<file path="src/include/adp_pkg.sv">
// ----------------------------------------------------------------------------
// Constants shared by the address/data port pair
// ----------------------------------------------------------------------------
package adp_pkg;

  // Register index width; the byte address on the bus is four times the index
  localparam int unsigned IDX_W = 16;
  localparam int unsigned PORT_W = 8;

  // Register indices (low 16 bits of the internal address)
  localparam logic [15:0] IDX_ADDR_DIR    = 16'hFEBB;
  localparam logic [15:0] IDX_ADDR_LATCH  = 16'hFF6B;
  localparam logic [15:0] IDX_ADDR_PINS   = 16'hFF5B;
  localparam logic [15:0] IDX_ADDR_PULLUP = 16'hFF72;
  localparam logic [15:0] IDX_DATA_DIR    = 16'hFEBC;
  localparam logic [15:0] IDX_DATA_LATCH  = 16'hFF6C;
  localparam logic [15:0] IDX_DATA_PINS   = 16'hFF5C;
  localparam logic [15:0] IDX_DATA_PULLUP = 16'hFF73;

  // Values after power-on reset and in hardware standby
  localparam logic [7:0] RST_PORT_REG = 8'h00;
  // Value returned by a read of a write-only direction register
  localparam logic [7:0] RD_WRITE_ONLY = 8'h00;

  // Number of low address bits that must be zero
  localparam int unsigned ADDR_LSB = 2;

  // AXI response codes
  localparam logic [1:0] RESP_OKAY   = 2'h0;
  localparam logic [1:0] RESP_SLVERR = 2'h2;

  // Operating mode codes
  localparam logic [2:0] MODE_1 = 3'h1;
  localparam logic [2:0] MODE_2 = 3'h2;
  localparam logic [2:0] MODE_3 = 3'h3;
  localparam logic [2:0] MODE_4 = 3'h4;
  localparam logic [2:0] MODE_5 = 3'h5;
  localparam logic [2:0] MODE_6 = 3'h6;
  localparam logic [2:0] MODE_7 = 3'h7;

  // How a port's pins are used in the current mode
  typedef enum logic [1:0] {MC_NONE, MC_EXT, MC_MIXED, MC_PORT} adp_mode_class_e;

endpackage

</file>
<file path="src/include/adp_regbus_if.sv">
`timescale 1ns/1ps
`default_nettype none
// ----------------------------------------------------------------------------
// Internal register access between bus slave and register file
// ----------------------------------------------------------------------------
interface adp_regbus_if #(parameter int unsigned IDX_W = 16);
  logic             wr_en;
  logic             wr_be;
  logic [IDX_W-1:0] wr_idx;
  logic [7:0]       wr_data;
  logic             wr_hit;
  logic             rd_en;
  logic [IDX_W-1:0] rd_idx;
  logic             rd_hit;
  logic [7:0]       rd_data;

  modport slv  (output wr_en, wr_be, wr_idx, wr_data, rd_en, rd_idx,
                input  wr_hit, rd_hit, rd_data);
  modport regs (input  wr_en, wr_be, wr_idx, wr_data, rd_en, rd_idx,
                output wr_hit, rd_hit, rd_data);
endinterface
`default_nettype wire

</file>
<file path="src/rtl/adp_axil_slave.sv">
`timescale 1ns/1ps
`default_nettype none
// ----------------------------------------------------------------------------
// AXI4-Lite slave front end
// ----------------------------------------------------------------------------
module adp_axil_slave #(
  parameter int unsigned ADDR_W = 18
) (
  // Clock and reset
  input  wire logic              aclk,
  input  wire logic              aresetn,
  // Write channels
  input  wire logic [ADDR_W-1:0] awaddr,
  input  wire logic              awvalid,
  output var  logic              awready,
  input  wire logic [31:0]       wdata,
  input  wire logic [3:0]        wstrb,
  input  wire logic              wvalid,
  output var  logic              wready,
  output var  logic [1:0]        bresp,
  output var  logic              bvalid,
  input  wire logic              bready,
  // Read channels
  input  wire logic [ADDR_W-1:0] araddr,
  input  wire logic              arvalid,
  output var  logic              arready,
  output var  logic [31:0]       rdata,
  output var  logic [1:0]        rresp,
  output var  logic              rvalid,
  input  wire logic              rready,
  // Register side
  adp_regbus_if.slv              bus
);
  logic [ADDR_W-1:0] awaddr_reg;
  logic [ADDR_W-1:0] araddr_reg;
  logic [7:0]        wdata_reg;
  logic              wbe_reg;

  // Elaboration check: the index must fill the address above the byte lanes
  if (ADDR_W != adp_pkg::IDX_W + adp_pkg::ADDR_LSB) begin : g_bad_addr_w
    $error("ADDR_W must equal the index width plus two");
  end

  // Write address and data are each held until the response is taken
  always_ff @(posedge aclk) begin
    if (!aresetn) begin
      awready <= 1'b1;
    end else if (awvalid && awready) begin
      awready <= 1'b0;
    end else if (bvalid && bready) begin
      awready <= 1'b1;
    end
  end

  always_ff @(posedge aclk) begin
    if (!aresetn) begin
      wready <= 1'b1;
    end else if (wvalid && wready) begin
      wready <= 1'b0;
    end else if (bvalid && bready) begin
      wready <= 1'b1;
    end
  end

  // Payload capture
  always_ff @(posedge aclk) begin
    if (!aresetn) begin
      awaddr_reg <= '0;
      araddr_reg <= '0;
      wdata_reg  <= 8'h00;
      wbe_reg    <= 1'b0;
    end else begin
      if (awvalid && awready) awaddr_reg <= awaddr;
      if (arvalid && arready) araddr_reg <= araddr;
      if (wvalid && wready) begin
        wdata_reg <= wdata[7:0];
        wbe_reg   <= wstrb[0];
      end
    end
  end

  // Register access strobes, one cycle once both halves are held
  assign bus.wr_en   = !awready && !wready && !bvalid;
  assign bus.wr_be   = wbe_reg;
  assign bus.wr_idx  = awaddr_reg[ADDR_W-1:adp_pkg::ADDR_LSB];
  assign bus.wr_data = wdata_reg;
  assign bus.rd_en   = !arready && !rvalid;
  assign bus.rd_idx  = araddr_reg[ADDR_W-1:adp_pkg::ADDR_LSB];

  // Write response; misaligned or unmapped answers SLVERR
  always_ff @(posedge aclk) begin
    if (!aresetn) begin
      bvalid <= 1'b0;
      bresp  <= adp_pkg::RESP_OKAY;
    end else if (bus.wr_en) begin
      bvalid <= 1'b1;
      bresp  <= (bus.wr_hit && awaddr_reg[1:0] == 2'h0) ? adp_pkg::RESP_OKAY
                                                        : adp_pkg::RESP_SLVERR;
    end else if (bready) begin
      bvalid <= 1'b0;
    end
  end

  // Read address and response
  always_ff @(posedge aclk) begin
    if (!aresetn) begin
      arready <= 1'b1;
      rvalid  <= 1'b0;
      rdata   <= 32'h0000_0000;
      rresp   <= adp_pkg::RESP_OKAY;
    end else if (arvalid && arready) begin
      arready <= 1'b0;
    end else if (bus.rd_en) begin
      rvalid <= 1'b1;
      if (bus.rd_hit && araddr_reg[1:0] == 2'h0) begin
        rdata <= {24'h00_0000, bus.rd_data};
        rresp <= adp_pkg::RESP_OKAY;
      end else begin
        rdata <= 32'h0000_0000;
        rresp <= adp_pkg::RESP_SLVERR;
      end
    end else if (rvalid && rready) begin
      rvalid  <= 1'b0;
      arready <= 1'b1;
    end
  end
endmodule
`default_nettype wire

</file>
<file path="src/rtl/adp_port_pair.sv">
// What this block does
// - Modes 1,4,5: address port drives address on every pin except in standby.
// - Modes 2,6: direction 1 drives address bit.
// - Modes 3,7: direction 1 drives address latch.
// - Address latch read/write, cleared by power-on/standby.
// - Address pin-state register read-only, writes ignored.
// - Address pin read: latch if output, else pin.
// - Address pull-up only modes 2,3,6,7, input, enabled.
// - Address pull-up control read/write, cleared like latch.
// - Pull-ups off after power-on, kept through manual reset.
// - Modes 1,2,4,5,6: data port is data bus.
// - Modes 3,7: data direction 1 drives data latch.
// - Data direction write-only, reads undefined, cleared.
// - Data latch read/write, cleared by power-on/standby.
// - Data port registers at their fixed indices.
// - Data pull-up control read/write, cleared; pin state read-only.
// - Address direction write-only, reads undefined, cleared.
// - Data pin read: latch if output, else pin.
// - Data pull-up only modes 3,7, input, enabled.
`timescale 1ns/1ps
`default_nettype none
module adp_port_pair #(
  parameter int unsigned ADDR_W = 18,
  parameter int unsigned PORT_W = 8
) (
  // Clock and reset (power-on)
  input  wire logic              aclk,
  input  wire logic              aresetn,
  // System state
  input  wire logic              hw_standby,
  input  wire logic              manual_reset,
  input  wire logic [2:0]        op_mode,
  // Bus controller side
  input  wire logic [PORT_W-1:0] bc_addr,
  input  wire logic [PORT_W-1:0] bc_data_out,
  input  wire logic              bc_data_oe,
  output var  logic [PORT_W-1:0] bc_data_in,
  // Address port pins
  input  wire logic [PORT_W-1:0] addr_pin_i,
  output var  logic [PORT_W-1:0] addr_pin_o,
  output var  logic [PORT_W-1:0] addr_pin_oe,
  output var  logic [PORT_W-1:0] addr_pin_pullup,
  // Data port pins
  input  wire logic [PORT_W-1:0] data_pin_i,
  output var  logic [PORT_W-1:0] data_pin_o,
  output var  logic [PORT_W-1:0] data_pin_oe,
  output var  logic [PORT_W-1:0] data_pin_pullup,
  // AXI4-Lite write channels
  input  wire logic [ADDR_W-1:0] awaddr,
  input  wire logic              awvalid,
  output var  logic              awready,
  input  wire logic [31:0]       wdata,
  input  wire logic [3:0]        wstrb,
  input  wire logic              wvalid,
  output var  logic              wready,
  output var  logic [1:0]        bresp,
  output var  logic              bvalid,
  input  wire logic              bready,
  // AXI4-Lite read channels
  input  wire logic [ADDR_W-1:0] araddr,
  input  wire logic              arvalid,
  output var  logic              arready,
  output var  logic [31:0]       rdata,
  output var  logic [1:0]        rresp,
  output var  logic              rvalid,
  input  wire logic              rready
);

  // --------------------------------------------------------------------------
  // Parameter checks
  // --------------------------------------------------------------------------
  // Elaboration check: every register is one byte wide
  if (PORT_W != adp_pkg::PORT_W) begin : g_bad_port_w
    $error("PORT_W must be 8: registers are one byte wide");
  end

  // --------------------------------------------------------------------------
  // Declarations
  // --------------------------------------------------------------------------
  logic [PORT_W-1:0]        addr_dir_reg;
  logic [PORT_W-1:0]        addr_latch_reg;
  logic [PORT_W-1:0]        addr_pullup_reg;
  logic [PORT_W-1:0]        data_dir_reg;
  logic [PORT_W-1:0]        data_latch_reg;
  logic [PORT_W-1:0]        data_pullup_reg;
  logic [PORT_W-1:0]        addr_pin_sync;
  logic [PORT_W-1:0]        data_pin_sync;
  logic [PORT_W-1:0]        addr_pin_state;
  logic [PORT_W-1:0]        data_pin_state;
  logic [PORT_W-1:0]        addr_o_next;
  logic [PORT_W-1:0]        addr_oe_next;
  logic [PORT_W-1:0]        addr_pu_next;
  logic [PORT_W-1:0]        data_o_next;
  logic [PORT_W-1:0]        data_oe_next;
  logic [PORT_W-1:0]        data_pu_next;
  logic                     clear_regs;
  adp_pkg::adp_mode_class_e addr_class;
  adp_pkg::adp_mode_class_e data_class;

  adp_regbus_if #(.IDX_W(adp_pkg::IDX_W)) bus ();

  // --------------------------------------------------------------------------
  // Functions
  // --------------------------------------------------------------------------
  // Index belongs to one of the eight port registers
  function automatic logic is_mapped(input logic [adp_pkg::IDX_W-1:0] idx);
    is_mapped = (idx == adp_pkg::IDX_ADDR_DIR)   || (idx == adp_pkg::IDX_ADDR_LATCH) ||
                (idx == adp_pkg::IDX_ADDR_PINS)  || (idx == adp_pkg::IDX_ADDR_PULLUP) ||
                (idx == adp_pkg::IDX_DATA_DIR)   || (idx == adp_pkg::IDX_DATA_LATCH) ||
                (idx == adp_pkg::IDX_DATA_PINS)  || (idx == adp_pkg::IDX_DATA_PULLUP);
  endfunction

  // Accepted byte write to one register; refused while manual reset holds
  function automatic logic wr_to(input logic [adp_pkg::IDX_W-1:0] idx);
    wr_to = bus.wr_en && bus.wr_be && !manual_reset && (bus.wr_idx == idx);
  endfunction

  // Pin-state view: latch for output bits, pin level for input bits
  function automatic logic [7:0] pin_view(input logic [7:0] dir,
                                          input logic [7:0] latch,
                                          input logic [7:0] pins);
    pin_view = (dir & latch) | (~dir & pins);
  endfunction

  // --------------------------------------------------------------------------
  // Bus slave
  // --------------------------------------------------------------------------
  adp_axil_slave #(.ADDR_W(ADDR_W)) u_slave (
    .aclk    (aclk),
    .aresetn (aresetn),
    .awaddr  (awaddr),
    .awvalid (awvalid),
    .awready (awready),
    .wdata   (wdata),
    .wstrb   (wstrb),
    .wvalid  (wvalid),
    .wready  (wready),
    .bresp   (bresp),
    .bvalid  (bvalid),
    .bready  (bready),
    .araddr  (araddr),
    .arvalid (arvalid),
    .arready (arready),
    .rdata   (rdata),
    .rresp   (rresp),
    .rvalid  (rvalid),
    .rready  (rready),
    .bus     (bus.slv)
  );

  // --------------------------------------------------------------------------
  // Pin synchronisers
  // --------------------------------------------------------------------------
  adp_sync #(.WIDTH(PORT_W)) u_addr_sync (
    .aclk     (aclk),
    .aresetn  (aresetn),
    .async_in (addr_pin_i),
    .sync_out (addr_pin_sync)
  );

  adp_sync #(.WIDTH(PORT_W)) u_data_sync (
    .aclk     (aclk),
    .aresetn  (aresetn),
    .async_in (data_pin_i),
    .sync_out (data_pin_sync)
  );

  // --------------------------------------------------------------------------
  // Register file
  // --------------------------------------------------------------------------
  // Power-on reset and hardware standby clear; manual reset does not
  assign clear_regs = !aresetn || hw_standby;

  // Address port direction, write-only
  always_ff @(posedge aclk) begin
    if (clear_regs) begin
      addr_dir_reg <= adp_pkg::RST_PORT_REG;
    end else if (wr_to(adp_pkg::IDX_ADDR_DIR)) begin
      addr_dir_reg <= bus.wr_data;
    end
  end

  // Address port output latch
  always_ff @(posedge aclk) begin
    if (clear_regs) begin
      addr_latch_reg <= adp_pkg::RST_PORT_REG;
    end else if (wr_to(adp_pkg::IDX_ADDR_LATCH)) begin
      addr_latch_reg <= bus.wr_data;
    end
  end

  // Address port pull-up control
  always_ff @(posedge aclk) begin
    if (clear_regs) begin
      addr_pullup_reg <= adp_pkg::RST_PORT_REG;
    end else if (wr_to(adp_pkg::IDX_ADDR_PULLUP)) begin
      addr_pullup_reg <= bus.wr_data;
    end
  end

  // Data port direction, write-only
  always_ff @(posedge aclk) begin
    if (clear_regs) begin
      data_dir_reg <= adp_pkg::RST_PORT_REG;
    end else if (wr_to(adp_pkg::IDX_DATA_DIR)) begin
      data_dir_reg <= bus.wr_data;
    end
  end

  // Data port output latch
  always_ff @(posedge aclk) begin
    if (clear_regs) begin
      data_latch_reg <= adp_pkg::RST_PORT_REG;
    end else if (wr_to(adp_pkg::IDX_DATA_LATCH)) begin
      data_latch_reg <= bus.wr_data;
    end
  end

  // Data port pull-up control
  always_ff @(posedge aclk) begin
    if (clear_regs) begin
      data_pullup_reg <= adp_pkg::RST_PORT_REG;
    end else if (wr_to(adp_pkg::IDX_DATA_PULLUP)) begin
      data_pullup_reg <= bus.wr_data;
    end
  end

  // Pin-state registers take no writes; the index still answers OKAY
  assign addr_pin_state = pin_view(addr_dir_reg, addr_latch_reg, addr_pin_sync);
  assign data_pin_state = pin_view(data_dir_reg, data_latch_reg, data_pin_sync);
  assign bus.wr_hit     = is_mapped(bus.wr_idx);

  // --------------------------------------------------------------------------
  // Read decode
  // --------------------------------------------------------------------------
  always_comb begin
    bus.rd_hit  = is_mapped(bus.rd_idx);
    bus.rd_data = 8'h00;
    unique case (bus.rd_idx)
      adp_pkg::IDX_ADDR_DIR:    bus.rd_data = adp_pkg::RD_WRITE_ONLY;
      adp_pkg::IDX_ADDR_LATCH:  bus.rd_data = addr_latch_reg;
      adp_pkg::IDX_ADDR_PINS:   bus.rd_data = addr_pin_state;
      adp_pkg::IDX_ADDR_PULLUP: bus.rd_data = addr_pullup_reg;
      adp_pkg::IDX_DATA_DIR:    bus.rd_data = adp_pkg::RD_WRITE_ONLY;
      adp_pkg::IDX_DATA_LATCH:  bus.rd_data = data_latch_reg;
      adp_pkg::IDX_DATA_PINS:   bus.rd_data = data_pin_state;
      adp_pkg::IDX_DATA_PULLUP: bus.rd_data = data_pullup_reg;
      default:                  bus.rd_data = 8'h00;
    endcase
  end

  // --------------------------------------------------------------------------
  // Mode classification
  // --------------------------------------------------------------------------
  // Address port: bus address, mixed address/input, or plain port
  always_comb begin
    unique case (op_mode)
      adp_pkg::MODE_1, adp_pkg::MODE_4, adp_pkg::MODE_5: addr_class = adp_pkg::MC_EXT;
      adp_pkg::MODE_2, adp_pkg::MODE_6:                  addr_class = adp_pkg::MC_MIXED;
      adp_pkg::MODE_3, adp_pkg::MODE_7:                  addr_class = adp_pkg::MC_PORT;
      default:                                           addr_class = adp_pkg::MC_NONE;
    endcase
  end

  // Data port: external data bus or plain port
  always_comb begin
    unique case (op_mode)
      adp_pkg::MODE_1, adp_pkg::MODE_2, adp_pkg::MODE_4,
      adp_pkg::MODE_5, adp_pkg::MODE_6:                  data_class = adp_pkg::MC_EXT;
      adp_pkg::MODE_3, adp_pkg::MODE_7:                  data_class = adp_pkg::MC_PORT;
      default:                                           data_class = adp_pkg::MC_NONE;
    endcase
  end

  // --------------------------------------------------------------------------
  // Per-pin drive selection
  // --------------------------------------------------------------------------
  for (genvar i = 0; i < PORT_W; i++) begin : g_pin
    // Address port pin: source, enable and pull-up
    always_comb begin
      addr_o_next[i]  = 1'b0;
      addr_oe_next[i] = 1'b0;
      addr_pu_next[i] = 1'b0;
      unique case (addr_class)
        adp_pkg::MC_EXT: begin
          addr_o_next[i]  = bc_addr[i];
          addr_oe_next[i] = 1'b1;
        end
        adp_pkg::MC_MIXED: begin
          addr_o_next[i]  = bc_addr[i];
          addr_oe_next[i] = addr_dir_reg[i];
          addr_pu_next[i] = !addr_dir_reg[i] && addr_pullup_reg[i];
        end
        adp_pkg::MC_PORT: begin
          addr_o_next[i]  = addr_latch_reg[i];
          addr_oe_next[i] = addr_dir_reg[i];
          addr_pu_next[i] = !addr_dir_reg[i] && addr_pullup_reg[i];
        end
        adp_pkg::MC_NONE: begin
          addr_oe_next[i] = 1'b0;
        end
      endcase
    end

    // Data port pin: bus controller owns the pin in modes 1,2,4,5,6
    always_comb begin
      data_o_next[i]  = 1'b0;
      data_oe_next[i] = 1'b0;
      data_pu_next[i] = 1'b0;
      unique case (data_class)
        adp_pkg::MC_EXT: begin
          data_o_next[i]  = bc_data_out[i];
          data_oe_next[i] = bc_data_oe;
        end
        adp_pkg::MC_PORT: begin
          data_o_next[i]  = data_latch_reg[i];
          data_oe_next[i] = data_dir_reg[i];
          data_pu_next[i] = !data_dir_reg[i] && data_pullup_reg[i];
        end
        adp_pkg::MC_MIXED, adp_pkg::MC_NONE: begin
          data_oe_next[i] = 1'b0;
        end
      endcase
    end
  end

  // --------------------------------------------------------------------------
  // Registered pin outputs
  // --------------------------------------------------------------------------
  // Address port pins; hardware standby releases every pin
  always_ff @(posedge aclk) begin
    if (clear_regs) begin
      addr_pin_o      <= '0;
      addr_pin_oe     <= '0;
      addr_pin_pullup <= '0;
    end else begin
      addr_pin_o      <= addr_o_next;
      addr_pin_oe     <= addr_oe_next;
      addr_pin_pullup <= addr_pu_next;
    end
  end

  // Data port pins
  always_ff @(posedge aclk) begin
    if (clear_regs) begin
      data_pin_o      <= '0;
      data_pin_oe     <= '0;
      data_pin_pullup <= '0;
    end else begin
      data_pin_o      <= data_o_next;
      data_pin_oe     <= data_oe_next;
      data_pin_pullup <= data_pu_next;
    end
  end

  // Read data handed back to the bus controller
  always_ff @(posedge aclk) begin
    if (!aresetn) begin
      bc_data_in <= '0;
    end else begin
      bc_data_in <= data_pin_sync;
    end
  end

endmodule
`default_nettype wire

</file>
<file path="src/rtl/adp_sync.sv">
`timescale 1ns/1ps
`default_nettype none
// ----------------------------------------------------------------------------
// Two-flop synchroniser for pin levels
// ----------------------------------------------------------------------------
module adp_sync #(
  parameter int unsigned WIDTH = 8
) (
  // Clock and reset
  input  wire logic             aclk,
  input  wire logic             aresetn,
  // Levels
  input  wire logic [WIDTH-1:0] async_in,
  output var  logic [WIDTH-1:0] sync_out
);
  logic [WIDTH-1:0] meta_reg;

  // First stage feeds only the second stage
  always_ff @(posedge aclk) begin
    if (!aresetn) begin
      meta_reg <= '0;
      sync_out <= '0;
    end else begin
      meta_reg <= async_in;
      sync_out <= meta_reg;
    end
  end
endmodule
`default_nettype wire

</file>
<file path="config.mk">
export PLATFORM = sky130hd
export DESIGN_NAME = adp_port_pair
export DESIGN_NICKNAME = d
export VERILOG_FILES = /design/src/include/adp_pkg.sv /design/src/include/adp_regbus_if.sv /design/src/rtl/adp_axil_slave.sv /design/src/rtl/adp_port_pair.sv /design/src/rtl/adp_sync.sv
export SDC_FILE = /design/constraint.sdc
export NUM_CORES = 1
export LEC_CHECK = 0
export BUFFER_PORTS_ARGS = -buffer_cell sky130_fd_sc_hd__buf_2
export CORE_ASPECT_RATIO = 1.1
export CORE_UTILIZATION = 47
export DETAILED_ROUTE_END_ITERATION = 10
export PLACE_DENSITY = 0.87
export SKIP_LAST_GASP = 1
export SLEW_MARGIN = 20
export SYNTH_ARGS = -nofsm -noshare
export SYNTH_HDL_FRONTEND = slang
export SYNTH_SLANG_ARGS = --single-unit
</file>
<file path="constraint.sdc">
create_clock -name aclk -period 1.8 [get_ports aclk]
set_input_delay 0.36 -clock aclk [delete_from_list [all_inputs] [get_ports aclk]]
set_output_delay 0.36 -clock aclk [all_outputs]
set_load 0.05 [all_outputs]
</file>
==> flow_summary.toml <==
[clocking]
clkSinkCount = 196
cts_tree = "built"
clkTransAtPathRegs_ns = 0.07
ctsRootBufferMaster = "clkbuf_16"
insertion_delay_ns = 0.44
cts-htree-levels = 4
clockBufferDepth = 2
cts-hold-fix-buffers = 0
cts-buffers-inserted = 17

[worst_setup_path]
crit_type = "reg -> reg"
arrival_ns = 2.09
startpoint_type = "register"
worstPathMaxFanout = 8
cp-end-kind = "register"
required_ns = 2.13

[synth]
netlist_instances = 771
synth_top_cell_area_share = 0.524
synth_common_cells = "196 x dfxtp_1, 126 x nand2_1, 72 x nor2_1"
synth_most_common_cell = "dfxtp_1"
synth.avg_cell_area_um2 = 9.71
synthArstFlopShare = 0
synth-seq-cells = 196
yosysWarningCount = 0
yosys.area.top_type = "dfxtp_1"
synth_area_leaders = "dfxtp_1 52%, mux2i_1 9.5%, nand2_1 6.3%, a21boi_0 5.2%, and2_1 3.8%"
synth_ff_type = "dfxtp_1"
synth_edf_count = 0
ys_types = 48
ys_seq_area_frac = 0.524
synth_area_mm2 = 0.00748

[worst_hold_path]
worstHoldPathType = "in -> reg"

[grt]
grt-ovfl-total = 0
grt_max_degree = 66
grt_pass1_wl_um = 29000
antenna_found_initial = 0
grt_usage = 0.232
grt_pass1_vias = 5744

[floorplanning]
core_mm2 = 0.0156
rows = 48
initial_core_util = 0.479
io_pins = 214
die_h_um = 134
dieArea_mm2 = 0.0164
die_x_um = 122

[status]
status = "complete, no violations"

[sta]
finClkSkew_ns = 0.00449
hold_violations = 0
fin_setup_tns_ns = 0
slew_headroom = 0.590
fin_crit_ns = 1.76
rsz0062_at_grt = "true"
worst_slew_pin_slew_ns = 0.614
period_share = 0.980
finalSetupViolations = 0
timing.fmax_mhz = 567
drv_slew = 0

[power_and_ir_drop]
design_power_total_mw = 9.19
clock_power_share = 0.416
switching_share = 0.253
power_density_mw_per_mm2 = 990
p_int_mw = 6.87
switchingPower_mw = 2.32
seq_power_share = 0.498
comb_power_share = 0.085
ir_drop_uv = 624
power.leakage_nw = 4.00

[place]
port_buffers = 160
dp_hpwl_um = 13400
place_congestion = 0.922

[drt]
via_per_inst = 5.18
detail-route-antenna-nets = 0
drt_iter0_drc = 330
vias = 5999
routed_wl_um = 18100
dr.pass1.iters = 5
wire_per_inst_um = 15.7
drc = 0

[finish]
antenna_cells = 0
area_growth_pct = 24.1
drive_gt1_frac = 0.267
finalNetCount = 1064
fillers = 1311
postLayoutCoreUtil = 0.595

[flow_run]
cap_viol_max_count = 0
[worst max-delay path: stages, from the launching register on]
cell,delay (ns)
dfxtp_4,0.37
nor3_4,0.24
nand3b_2,0.11
or4_4,0.52
buf_6,0.17
mux2i_2,0.20
nor2_1,0.05
[path summary, 6_finish.rpt]
kind | to | slack, ns | startpoint | cells after the start
setup / recovery | data_pullup_reg[6]$_SDFFE_PP0P_ | 0.04 | u_slave.wready$_SDFFE_PN1P_ | 6
setup reg to reg | data_pullup_reg[6]$_SDFFE_PP0P_ | 0.04 | u_slave.wready$_SDFFE_PN1P_ | 6
hold / removal | u_data_sync.meta_reg[5]$_SDFF_PN0_ | 0.12 | data_pin_i[5] | 2
hold reg to reg | u_data_sync.sync_out[6]$_SDFF_PN0_ | 0.43 | u_data_sync.meta_reg[6]$_SDFF_PN0_ | 1
[area by class of cell]
class                      count  area, µm²  share of cell area
clock buffer                  22        495              0.0534
clock inverter                10        113              0.0121
inverter                      11       41.3             0.00445
multi-input combinational    528       3340               0.360
sequential                   196       3940               0.425
tap                          200        250              0.0270
timing repair buffer         192       1100               0.118
[through the flow]
stage / hold WS [ns] / instances / instance area (µm²) / setup WS, ns
after floorplan: 0.412 / 796 / 7590 / 0.00126
after global placement: 0.413 / 1126 / 8590 / 0.0269
after detailed placement: 0.417 / 1126 / 8590 / -0.00508
after CTS: 0.108 / 1158 / 9220 / 0.0132
after global routing: 0.113 / 1159 / 9280 / -0.0584
final: 0.123 / 1159 / 9280 / 0.0364
[routing by layer]
layer	part of all wire	global-route usage	vias to the layer above
met2	0.47	0.377	236
met5	0	0	-
met3	0.052	0.0531	48
met1	0.44	0.282	2776
met4	0.038	0.126	0
li1	-	-	2939
[power groups by stage]
stage	sequential (mW)	combinational, mW	clock, mW
after floorplan	4.79	0.440	0
after global placement	4.67	0.767	0
after detailed placement	4.67	0.778	0
after CTS	4.58	0.781	3.88
after global routing	4.60	0.851	4.10
final	4.58	0.783	3.83
[cells in the final DEF, fill, tap and decap left out, types with 3 or more instances in the layout]
| cell type | netlist | final |
|---|---|---|
| inv_1 | 11 | 11 |
| nor2b_1 | 3 | 3 |
| a21oi_1 | 16 | 16 |
| buf_12 | 0 | 4 |
| and2_1 | 45 | 45 |
| clkbuf_16 | 0 | 18 |
| a22oi_1 | 16 | 16 |
| nor2_1 | 72 | 72 |
| buf_4 | 27 | 26 |
| nand4_1 | 6 | 6 |
| and4bb_2 | 4 | 4 |
| nor4bb_2 | 0 | 4 |
| and4_1 | 3 | 3 |
| a211oi_1 | 7 | 7 |
| nor3b_1 | 18 | 17 |
| dfxtp_1 | 196 | 186 |
| clkbuf_8 | 0 | 3 |
| o21ai_0 | 6 | 5 |
| nand4_2 | 3 | 3 |
| a21boi_0 | 52 | 52 |
| o32ai_1 | 7 | 7 |
| mux2i_1 | 71 | 70 |
| a22o_1 | 8 | 8 |
| dfxtp_2 | 0 | 8 |
| conb_1 | 1 | 26 |
| nand3_1 | 5 | 5 |
| nand2b_1 | 3 | 3 |
| buf_2 | 2 | 160 |
| nand2_1 | 126 | 125 |
| clkinv_4 | 0 | 4 |
[what timing repair did]
item,CTS,global route
gates resized for setup,4,18
pin swaps,0,4
endpoints found under the setup margin,11,27
setup buffers,0,1
[cells by family (layout without fill, tap and decap cells)]
kind of cell | Yosys count | after routing | share of synthesized area
multiplexers | 71 | 71 | 0.0950
AO/OA/AOI/OAI | 119 | 119 | 0.115
AND/OR/NAND/NOR | 311 | 311 | 0.213
other | 1 | 26 | 0.000501
buffers and inverters | 72 | 235 | 0.0500
adder cells (fa/ha/maj) | 1 | 1 | 0.00167
flip-flops | 196 | 196 | 0.524
No activity file was read; power rests on OpenSTA's default activity.
